===== src/rid_regs.vh =====
/*
  Constants of the robot input dispatcher: function slot positions, register offsets,
  field positions and reset values.
  Assumes inclusion by its bare name from the design files.
*/
`ifndef RID_REGS_VH
`define RID_REGS_VH

// ****************************************
// widths
// ****************************************
`define RID_NCTL           20
`define RID_NLAUNCH        8
`define RID_NSEL           6
`define RID_NWAIT          16
`define RID_NRELAY         16
`define RID_NINCH          32

// ****************************************
// control function slots
// ****************************************
`define RID_F_FREE_ALL     0
`define RID_F_ROBOT_REL    1
`define RID_F_EFF1_REL     2
`define RID_F_EFF2_REL     3
`define RID_F_STOP         4
`define RID_F_EHALT        5
`define RID_F_PAUSE        6
`define RID_F_RUN          7
`define RID_F_STEP         8
`define RID_F_HOME_ALL     9
`define RID_F_HOME_ROBOT   10
`define RID_F_HOME_E1      11
`define RID_F_HOME_E2      12
`define RID_F_UNLOCK       13
`define RID_F_CUR_LO       14
`define RID_F_CUR_HI       16
`define RID_F_SPD_LO       17
`define RID_F_SPD_HI       19

// ****************************************
// register offsets
// ****************************************
`define RID_OFS_CFG        8'h00
`define RID_OFS_LAUNCH_LO  8'h04
`define RID_OFS_LAUNCH_HI  8'h08
`define RID_OFS_STATUS     8'h0C

// ****************************************
// configuration fields and reset values
// ****************************************
`define RID_CFG_CARTESIAN  0
`define RID_CFG_EHALT_MAP  1
`define RID_CFG_UNL_DMAP   2
`define RID_CFG_UNL_RMAP   3
`define RID_CFG_W          4
`define RID_CFG_RST        4'h0
`define RID_LAUNCH_RST     32'h03020100
`define RID_LAUNCH_RST_HI  32'h07060504

`endif


===== src/rid_robot_input_dispatcher.v =====
/*
  Input function dispatcher of a robot controller: turns direct-terminal and remote-bit
  input functions into excitation, stop, program, homing, limit, relay and inching actions.
  Assumes function vectors already decoded per source, an APB master on pclk, and an
  executor on pclk that reports command completion and program end.
*/
// Our own choices: the APB register port and the register addresses.
`timescale 1ns/10ps
`include "rid_regs.vh"

module rid_robot_input_dispatcher
(
  // clock and reset
  input  wire                    pclk,
  input  wire                    presetn,
  // apb slave
  input  wire                    psel,
  input  wire                    penable,
  input  wire                    pwrite,
  input  wire [7:0]              paddr,
  input  wire [31:0]             pwdata,
  output reg                     pready,
  output reg  [31:0]             prdata,
  output reg                     pslverr,
  // input functions from direct terminals and remote bits
  input  wire [`RID_NCTL-1:0]    direct_ctl,
  input  wire [`RID_NCTL-1:0]    remote_ctl,
  input  wire [`RID_NLAUNCH-1:0] direct_program_launch,
  input  wire [`RID_NLAUNCH-1:0] remote_program_launch,
  input  wire [`RID_NSEL-1:0]    direct_program_select_bits,
  input  wire [`RID_NSEL-1:0]    remote_program_select_bits,
  input  wire [`RID_NWAIT-1:0]   direct_wait_inputs,
  input  wire [`RID_NWAIT-1:0]   remote_wait_inputs,
  input  wire [`RID_NRELAY-1:0]  relay_inputs_remote,
  input  wire [`RID_NRELAY-1:0]  relay_inputs_direct,
  input  wire [`RID_NINCH-1:0]   direct_inching_request,
  input  wire [`RID_NINCH-1:0]   remote_inching_request,
  // executor feedback
  input  wire                    cmd_complete,
  input  wire                    prog_end,
  input  wire                    user_origin_set,
  // motor control
  output reg                     excite_robot,
  output reg                     excite_effector1,
  output reg                     excite_effector2,
  output reg                     brake_release_robot,
  output reg                     brake_release_effector1,
  output reg                     brake_release_effector2,
  output reg                     motor_halt,
  output reg                     current_limit,
  output reg                     speed_limit,
  // program control
  output reg                     prog_abort,
  output reg                     prog_start,
  output reg                     step_mode,
  output reg                     step_go,
  output reg                     pause_hold,
  output reg                     prog_resume,
  output reg  [`RID_NSEL-1:0]    prog_number,
  output reg                     command_completed,
  output reg  [3:0]              home_req,
  output reg                     home_refused,
  output reg  [`RID_NINCH-1:0]   inching_pulse,
  // pass-through and wait conditions
  output reg  [`RID_NWAIT-1:0]   wait_direct,
  output reg  [`RID_NWAIT-1:0]   wait_remote,
  output reg  [`RID_NRELAY-1:0]  relay_output_terminal,
  output reg  [`RID_NRELAY-1:0]  remote_output_bit,
  output reg                     operator_unlock
);

  // ****************************************
  // synchronised input vector
  // ****************************************
  localparam NC = `RID_NCTL;
  localparam NL = `RID_NLAUNCH;
  localparam NS = `RID_NSEL;
  localparam NW = `RID_NWAIT;
  localparam NR = `RID_NRELAY;
  localparam NI = `RID_NINCH;
  localparam W  = 2*NC + 2*NL + 2*NS + 2*NW + 2*NR + 2*NI;

  localparam ST_IDLE = 4'h1;
  localparam ST_AUTO = 4'h2;
  localparam ST_STEP = 4'h4;
  localparam ST_WAIT = 4'h8;

  wire [W-1:0] raw_in;
  wire [W-1:0] syn;

  assign raw_in = {remote_inching_request, direct_inching_request,
                   relay_inputs_direct, relay_inputs_remote,
                   remote_wait_inputs, direct_wait_inputs,
                   remote_program_select_bits, direct_program_select_bits,
                   remote_program_launch, direct_program_launch,
                   remote_ctl, direct_ctl};

  rid_sync3 #(.W(W)) u_sync
  (
    .pclk    (pclk),
    .presetn (presetn),
    .din     (raw_in),
    .dout    (syn)
  );

  wire [NC-1:0] s_dctl;
  wire [NC-1:0] s_rctl;
  wire [NL-1:0] s_dl;
  wire [NL-1:0] s_rl;
  wire [NS-1:0] s_dsel;
  wire [NS-1:0] s_rsel;
  wire [NW-1:0] s_dwait;
  wire [NW-1:0] s_rwait;
  wire [NR-1:0] s_rrel;
  wire [NR-1:0] s_drel;
  wire [NI-1:0] s_dinch;
  wire [NI-1:0] s_rinch;

  assign {s_rinch, s_dinch, s_drel, s_rrel, s_rwait, s_dwait,
          s_rsel, s_dsel, s_rl, s_dl, s_rctl, s_dctl} = syn;

  // ****************************************
  // configuration registers
  // ****************************************
  reg  [`RID_CFG_W-1:0] cfg;
  reg  [31:0]           launch_lo;
  reg  [31:0]           launch_hi;
  reg  [3:0]            state;

  wire cartesian  = cfg[`RID_CFG_CARTESIAN];
  wire ehalt_map  = cfg[`RID_CFG_EHALT_MAP];
  wire unl_dmap   = cfg[`RID_CFG_UNL_DMAP];
  wire unl_rmap   = cfg[`RID_CFG_UNL_RMAP];

  // ****************************************
  // combined functions and edges
  // ****************************************
  wire [NC-1:0] ctl    = s_dctl | s_rctl;
  wire [NL-1:0] launch = s_dl | s_rl;
  wire [NI-1:0] inch   = s_dinch | s_rinch;
  wire [NS-1:0] sel    = s_dsel | s_rsel;

  reg  [NC-1:0] ctl_q;
  reg  [NL-1:0] launch_q;
  reg  [NI-1:0] inch_q;
  reg           ehalt_q;

  wire [NC-1:0] ctl_rise    = ctl & ~ctl_q;
  wire [NC-1:0] ctl_fall    = ~ctl & ctl_q;
  wire [NL-1:0] launch_rise = launch & ~launch_q;
  wire [NI-1:0] inch_rise   = inch & ~inch_q;

  // emergency halt only from direct terminals, on when not mapped
  wire ehalt_ok   = ehalt_map ? s_dctl[`RID_F_EHALT] : 1'b1;
  wire ehalt_drop = ~ehalt_ok & ehalt_q;

  wire stop_on    = ctl[`RID_F_STOP];
  wire stop_rise  = ctl_rise[`RID_F_STOP];
  wire halt_level = stop_on | ~ehalt_ok;
  wire halt_req   = stop_rise | ehalt_drop | (~ehalt_ok & ~state[0]);
  wire paused     = ctl[`RID_F_PAUSE];

  wire run_rise   = ctl_rise[`RID_F_RUN];
  wire step_rise  = ctl_rise[`RID_F_STEP];
  wire can_start  = ~halt_level & ~paused;

  reg  [NS-1:0] launch_prog;
  integer k;
  always @*
  begin
    launch_prog = {NS{1'b0}};
    for (k = NL - 1; k >= 0; k = k - 1)
    begin
      if (launch_rise[k])
      begin
        if (k < 4)
          launch_prog = launch_lo[k*8 +: NS];
        else
          launch_prog = launch_hi[(k-4)*8 +: NS];
      end
    end
  end

  wire any_launch = |launch_rise;

  // ****************************************
  // program sequencing
  // ****************************************
  reg [3:0] next_state;
  always @*
  begin
    next_state = state;
    case (state)
      ST_IDLE:
      begin
        if (can_start & step_rise)
          next_state = ST_STEP;
        else if (can_start & (run_rise | any_launch))
          next_state = ST_AUTO;
      end
      ST_AUTO:
      begin
        if (prog_end)
          next_state = ST_IDLE;
      end
      ST_STEP:
      begin
        if (prog_end)
          next_state = ST_IDLE;
        else if (cmd_complete)
          next_state = ST_WAIT;
      end
      ST_WAIT:
      begin
        if (can_start & step_rise)
          next_state = ST_STEP;
      end
      default:
        next_state = ST_IDLE;
    endcase
    if (halt_req)
      next_state = ST_IDLE;
  end

  always @(posedge pclk or negedge presetn)
  begin
    if (!presetn)
    begin
      state       <= ST_IDLE;
      ctl_q       <= {NC{1'b0}};
      launch_q    <= {NL{1'b0}};
      inch_q      <= {NI{1'b0}};
      ehalt_q     <= 1'b1;
      prog_abort  <= 1'b0;
      prog_start  <= 1'b0;
      step_mode   <= 1'b0;
      step_go     <= 1'b0;
      pause_hold  <= 1'b0;
      prog_resume <= 1'b0;
      prog_number <= {NS{1'b0}};
      command_completed <= 1'b0;
    end
    else
    begin
      state    <= next_state;
      ctl_q    <= ctl;
      launch_q <= launch;
      inch_q   <= inch;
      ehalt_q  <= ehalt_ok;
      prog_abort  <= halt_req & ~state[0];
      prog_start  <= state[0] & ~next_state[0];
      step_go     <= next_state[2] & ~state[2];
      pause_hold  <= paused & ~state[0];
      prog_resume <= ctl_fall[`RID_F_PAUSE] & ~state[0] & ~halt_req;
      command_completed <= cmd_complete & ~halt_level & ~halt_req;
      if (state[0] & ~next_state[0])
      begin
        step_mode <= next_state[2];
        if (~step_rise & ~run_rise)
          prog_number <= launch_prog;
        else
          prog_number <= sel;
      end
    end
  end

  // ****************************************
  // motor, homing, limit and pass-through outputs
  // ****************************************
  wire rel_all = ctl[`RID_F_FREE_ALL];
  wire rel_rb  = rel_all | ctl[`RID_F_ROBOT_REL];
  wire rel_e1  = rel_all | ctl[`RID_F_EFF1_REL];
  wire rel_e2  = rel_all | ctl[`RID_F_EFF2_REL];
  wire home_ok = cartesian | user_origin_set;
  wire [3:0] home_rise = ctl_rise[`RID_F_HOME_E2:`RID_F_HOME_ALL];

  reg unlock_now;
  always @*
  begin
    case ({unl_dmap, unl_rmap})
      2'b11:   unlock_now = s_dctl[`RID_F_UNLOCK] & s_rctl[`RID_F_UNLOCK];
      2'b10:   unlock_now = s_dctl[`RID_F_UNLOCK];
      2'b01:   unlock_now = s_rctl[`RID_F_UNLOCK];
      default: unlock_now = 1'b1;
    endcase
  end

  always @(posedge pclk or negedge presetn)
  begin
    if (!presetn)
    begin
      excite_robot            <= 1'b0;
      excite_effector1        <= 1'b0;
      excite_effector2        <= 1'b0;
      brake_release_robot     <= 1'b0;
      brake_release_effector1 <= 1'b0;
      brake_release_effector2 <= 1'b0;
      motor_halt              <= 1'b1;
      current_limit           <= 1'b0;
      speed_limit             <= 1'b0;
      home_req                <= 4'h0;
      home_refused            <= 1'b0;
      inching_pulse           <= {NI{1'b0}};
      wait_direct             <= {NW{1'b0}};
      wait_remote             <= {NW{1'b0}};
      relay_output_terminal   <= {NR{1'b0}};
      remote_output_bit       <= {NR{1'b0}};
      operator_unlock         <= 1'b0;
    end
    else
    begin
      excite_robot            <= ~rel_rb;
      excite_effector1        <= ~rel_e1;
      excite_effector2        <= ~rel_e2;
      brake_release_robot     <= rel_rb;
      brake_release_effector1 <= rel_e1;
      brake_release_effector2 <= rel_e2;
      motor_halt              <= halt_level | halt_req | paused;
      current_limit <= |ctl[`RID_F_CUR_HI:`RID_F_CUR_LO];
      speed_limit   <= |ctl[`RID_F_SPD_HI:`RID_F_SPD_LO];
      home_req      <= home_rise & {4{home_ok & ~halt_level}};
      home_refused  <= (|home_rise) & ~home_ok;
      inching_pulse <= inch_rise & {NI{~halt_level}};
      wait_direct   <= s_dwait;
      wait_remote   <= s_rwait;
      relay_output_terminal <= s_rrel;
      remote_output_bit     <= s_drel;
      operator_unlock       <= unlock_now;
    end
  end

  // ****************************************
  // apb slave
  // ****************************************
  wire       setup   = psel & ~penable;
  wire       wr_acc  = psel & penable & pready & pwrite;
  wire [7:0] ofs     = paddr;
  wire       hit     = (ofs == `RID_OFS_CFG) | (ofs == `RID_OFS_LAUNCH_LO) |
                       (ofs == `RID_OFS_LAUNCH_HI) | (ofs == `RID_OFS_STATUS);
  wire       ro_hit  = (ofs == `RID_OFS_STATUS);

  reg [31:0] rd_mux;
  always @*
  begin
    case (ofs)
      `RID_OFS_CFG:       rd_mux = {{(32-`RID_CFG_W){1'b0}}, cfg};
      `RID_OFS_LAUNCH_LO: rd_mux = launch_lo;
      `RID_OFS_LAUNCH_HI: rd_mux = launch_hi;
      `RID_OFS_STATUS:    rd_mux = {12'h000, operator_unlock, motor_halt, pause_hold,
                                    step_mode, 2'h0, prog_number, 4'h0, state};
      default:            rd_mux = 32'h00000000;
    endcase
  end

  always @(posedge pclk or negedge presetn)
  begin
    if (!presetn)
    begin
      pready    <= 1'b0;
      prdata    <= 32'h00000000;
      pslverr   <= 1'b0;
      cfg       <= `RID_CFG_RST;
      launch_lo <= `RID_LAUNCH_RST;
      launch_hi <= `RID_LAUNCH_RST_HI;
    end
    else
    begin
      pready  <= setup;
      pslverr <= setup & (~hit | (pwrite & ro_hit));
      prdata  <= (setup & ~pwrite) ? rd_mux : 32'h00000000;
      if (wr_acc & ~pslverr)
      begin
        if (ofs == `RID_OFS_CFG)
          cfg <= pwdata[`RID_CFG_W-1:0];
        if (ofs == `RID_OFS_LAUNCH_LO)
          launch_lo <= pwdata & 32'h3F3F3F3F;
        if (ofs == `RID_OFS_LAUNCH_HI)
          launch_hi <= pwdata & 32'h3F3F3F3F;
      end
    end
  end

endmodule // rid_robot_input_dispatcher


===== src/rid_sync3.v =====
/*
  Three-stage input synchroniser, one chain per bit.
  Assumes asynchronous inputs; the output follows once stages two and three agree.
*/
`timescale 1ns/10ps

module rid_sync3
#(
  parameter W = 8
)
(
  // clock and reset
  input  wire         pclk,
  input  wire         presetn,
  // data
  input  wire [W-1:0] din,
  output reg  [W-1:0] dout
);

  reg [W-1:0] s1;
  reg [W-1:0] s2;
  reg [W-1:0] s3;

  genvar i;
  generate
    for (i = 0; i < W; i = i + 1)
    begin : g_bit
      always @(posedge pclk or negedge presetn)
      begin
        if (!presetn)
        begin
          s1[i]   <= 1'b0;
          s2[i]   <= 1'b0;
          s3[i]   <= 1'b0;
          dout[i] <= 1'b0;
        end
        else
        begin
          s1[i] <= din[i];
          s2[i] <= s1[i];
          s3[i] <= s2[i];
          if (s2[i] == s3[i])
            dout[i] <= s3[i];
        end
      end
    end
  endgenerate

endmodule // rid_sync3


===== config.mk =====
export PLATFORM = sky130hd
export DESIGN_NAME = rid_robot_input_dispatcher
export DESIGN_NICKNAME = d
export VERILOG_FILES = /design/src/rid_robot_input_dispatcher.v /design/src/rid_sync3.v
export VERILOG_INCLUDE_DIRS = /design/src
export SDC_FILE = /design/constraint.sdc
export NUM_CORES = 1
export LEC_CHECK = 0
export ABC_CLOCK_PERIOD_IN_PS = 3500
export BUFFER_PORTS_ARGS = -buffer_cell sky130_fd_sc_hd__buf_2
export CAP_MARGIN = 20
export CORE_UTILIZATION = 50
export DETAILED_ROUTE_END_ITERATION = 7
export HOLD_SLACK_MARGIN = 0.1
export MAX_ROUTING_LAYER = met4
export PLACE_DENSITY = 0.71
export SYNTH_ARGS = -nofsm -noshare
export SYNTH_HDL_FRONTEND = slang
export SYNTH_SLANG_ARGS = --single-unit
export TNS_END_PERCENT = 20

===== constraint.sdc =====
create_clock -name pclk -period 3.5 [get_ports pclk]
set_input_delay 0.175 -clock pclk [delete_from_list [all_inputs] [get_ports pclk]]
set_output_delay 0.175 -clock pclk [all_outputs]
set_load 0.05 [all_outputs]

==> summary.md <==
| Metric | Value |
|---|---|
| Status | complete, no violations |
| Final ANT Viol Nets | 0 |
| Mapped Area | 0.03082 mm^2 |
| Crit Path Max Fanout | 22 |
| Clock tree root buffer cell | clkbuf_16 |
| F_max | 0.3843 GHz |
| Worst r2r src | state[0] |
| Worst r2r dst | step_mode |
| 1st-iter DRT viols | 848 |
| Nets@finish | 2590 |
| Fill cells | 3918 |
| Io pins | 402 |
| Hold Path Stages | 2 |
| Worst-Margin Slew | 1.023 ns |
| NetSw | 0.006366 W |
| Reg2Reg Depth | 5 |
| TritonCTS buffer count | 97 |
| #FFs+latches synth | 1035 |
| Clk_lat worst skew | 0.66 ns |
| Max Clock Skew | 0.03992 ns |
| Final period utilization | 74.36% |
| Total core area | 0.06058 mm^2 |
| Slew headroom | 31.79% |
| Switch share | 24.45% |
| Die X | 250.3 um |
| Critical Path Source Type | flop |
| Initial Utilization | 50.87% |
| Max clock buf depth | 3 |
| Port bufs | 384 |
| Clock sinks | 1035 |
| Number of global-route vias before repair | 18191 |
| Register area share after synthesis | 84.09% |
| Leading cell type in the layout, fill and taps excluded | dfrtp_1 |
| Post-synth EDFFs | 0 |
| Layout cells sized above 1 | 29.12% |
| Min Clock Period, post-route | 2.602 ns |
| Seq pwr share | 50.8% |
| Critical path capture point type | flop |
| Vias per cell | 4.968 |
| Hold Fails Final Rpt | 0 |
| Chip height | 250.3 um |
| Die area | 0.06264 mm^2 |
| Row count | 90 |
| Setup-failing EPs final | 0 |
| Drt first pass iters | 5 |
| Clk slew on worst S/H paths | 0.07 ns |
| Final Non-Filler Cells | 3213 |
| RSZ-0062 raised after global routing | false |
| Critical path required time | 4.01 ns |
| Netlist cell types | 53 |
| Post-CTS Setup Inserts | 0 |
| Critical path class | reg -> reg |
| Gate Count Post-Synth | 1635 |
| Worst Hold End | u_sync.s1[118] |
| Pwr dens | 658.8 mW/mm^2 |
| Dpl hpwl | 36320 um |
| Worst hold path type | in -> reg |
| Tot GR Track Use | 21.88% |
| Pint | 0.01968 W |
| Synth warn | 0 |
| Main synth FF type | dfrtp_1 |
| Post-synth ARST share | 100.0% |
| Critical hold path startpoint | relay_inputs_direct[2] |
| Initial antenna violation count | 3 |
| Inst Count DP | 2801 |
| Combinational share of power | 8.2% |
| Most frequent cells in the layout | dfrtp_1, buf_2, dlygate4sd3_1, maj3_1, clkbuf_16 |
| DRC | 0 |
| Critical path arrival | 3.11 ns |
| CTS tree | done |
| Pleak | 17.97 nW |
| Drt wl/cell | 20.07 um |
| Final slew viol count | 0 |
| Routability Congestion | 0.8626 |
| Grt ovf | 0 |
| Clock share of power | 41.0% |
| R2R setup slack | 0.90 ns |
| Area Growth Syn to Fin | 28.25% |
| Via count | 15962 |
| Syn Area/Cell | 18.85 um^2 |
| H-tree Lvls | 3 |
| Largest net degree at the start of global routing | 112 |
| TNS Setup | 0 ns |
| First-pass GRT wire length | 101800 um |
| Max Cap Violations | 0 |
| Max VDD drop | 0.5186 mV |
| Tot Pwr | 0.02604 W |
| Routed WL | 64470 um |
-- power groups by stage --
stage / sequential (W) / combinational (W) / clock (W)
after floorplan: 0.0138 / 0.000668 / 0
after global placement: 0.0133 / 0.00187 / 0
after detailed placement: 0.0134 / 0.00191 / 0
after CTS: 0.0132 / 0.00214 / 0.0108
after global routing: 0.0133 / 0.00230 / 0.0114
final: 0.0132 / 0.00214 / 0.0107
-- cells by family (layout without fill, tap and decap cells) --
family                     after synthesis  count (layout)  share of synthesized area (%)
AOI/OAI and AO/OA                       95              95                          2.509
xor gates and xnor gates                 2               2                        0.05684
adders and majority gates              195             195                          6.333
buffers and inverters                   51             837                         0.8160
DFF                                   1035            1035                          84.09
muxes                                   67              67                          2.606
other                                    1              11                        0.01217
and+or+nand+nor                        189             189                          3.572
-- metal layers --
metal	vias up	wire length, um	GRT usage (%)	part of all wire [%]
li1	7010	-	-	-
met1	8341	25240	26.14	39
met2	491	33470	36.34	52
met3	120	3888	5.331	6.0
met4	0	1878	7.888	2.9
met5	-	0	-	0
-- sequential cells by signal, indices dropped and copies added (netlist names), 4 cells and up --
signal,flops
cfg,4
ctl_q,8
home_req,4
inch_q,32
inching_pulse,32
launch_hi,24
launch_lo,24
launch_q,8
prdata,24
prog_number,6
relay_output_terminal,16
remote_output_bit,16
state,4
u_sync.dout,195
u_sync.s1,195
u_sync.s2,195
u_sync.s3,195
wait_direct,16
wait_remote,16
-- worst max-delay path by stage --
stage,startpoint,endpoint,slack (ns)
detailed placement,state[0],step_mode,0.90
global placement,state[0],step_mode,0.95
finish,state[0],step_mode,0.90
CTS,state[0],step_mode,0.90
global route,state[0],step_mode,0.76
floorplan,state[0],step_mode,1.19
-- worst max-delay path, stage by stage, from the launching register on --
cell and delay (ns):
dfstp_2 0.76, nor2b_1 0.19, o22ai_1 0.22, a2111oi_4 0.58
and3_1 0.40, mux2_4 0.33
-- cell usage after synthesis, types with 7 or more instances --
master / n / area share (%)
nor2_1: 44 / 0.54
nand3_1: 10 / 0.16
dfrtp_1: 1020 / 83
nand2_1: 14 / 0.17
clkbuf_1: 18 / 0.22
or2_2: 40 / 0.81
buf_4: 8 / 0.19
nor3_1: 11 / 0.18
maj3_1: 195 / 6.3
a221o_1: 7 / 0.23
a31oi_1: 13 / 0.26
mux2_2: 62 / 2.3
nor3b_1: 33 / 0.80
inv_1: 16 / 0.19
a22oi_1: 21 / 0.51
dfstp_2: 15 / 1.3
o22ai_1: 9 / 0.18
nor2b_1: 8 / 0.16
-- metrics by stage --
| stage | setup slack [ns] | area (um^2) | hold slack (ns) | utilization (%) |
|---|---|---|---|---|
| 2_1_floorplan | 1.191 | 30850 | -0.1206 | - |
| 3_3_place_gp | 0.9533 | 33920 | 0.2823 | 55.98 |
| 3_5_place_dp | 0.9009 | 33920 | 0.2843 | 55.98 |
| 4_1_cts | 0.9048 | 39520 | 0.1053 | 65.23 |
| 5_1_grt | 0.7553 | 39530 | 0.1358 | 65.24 |
| 6_report | 0.8976 | 39530 | 0.1553 | 65.24 |
-- layout make-up --
type                            count  area, um^2  share of cell area [%]
Inverter                           16       60.06                  0.1519
Antenna cell                        3       7.507                 0.01899
Clock buffer                      142        2836                   7.176
Timing Repair Buffer              640        4562                   11.54
Sequential cell                  1035       25920                   65.57
Multi-Input combinational cell    556        4679                   11.84
Tap cell                          782       978.4                   2.475
Clock inverter                     39       484.2                   1.225
-- timing repair --
item,4_1_cts,5_1_grt
endpoints found under the hold margin,346,0
gates resized for setup,0,0
hold buffers,228,0
(Power assumes the default switching activity.)
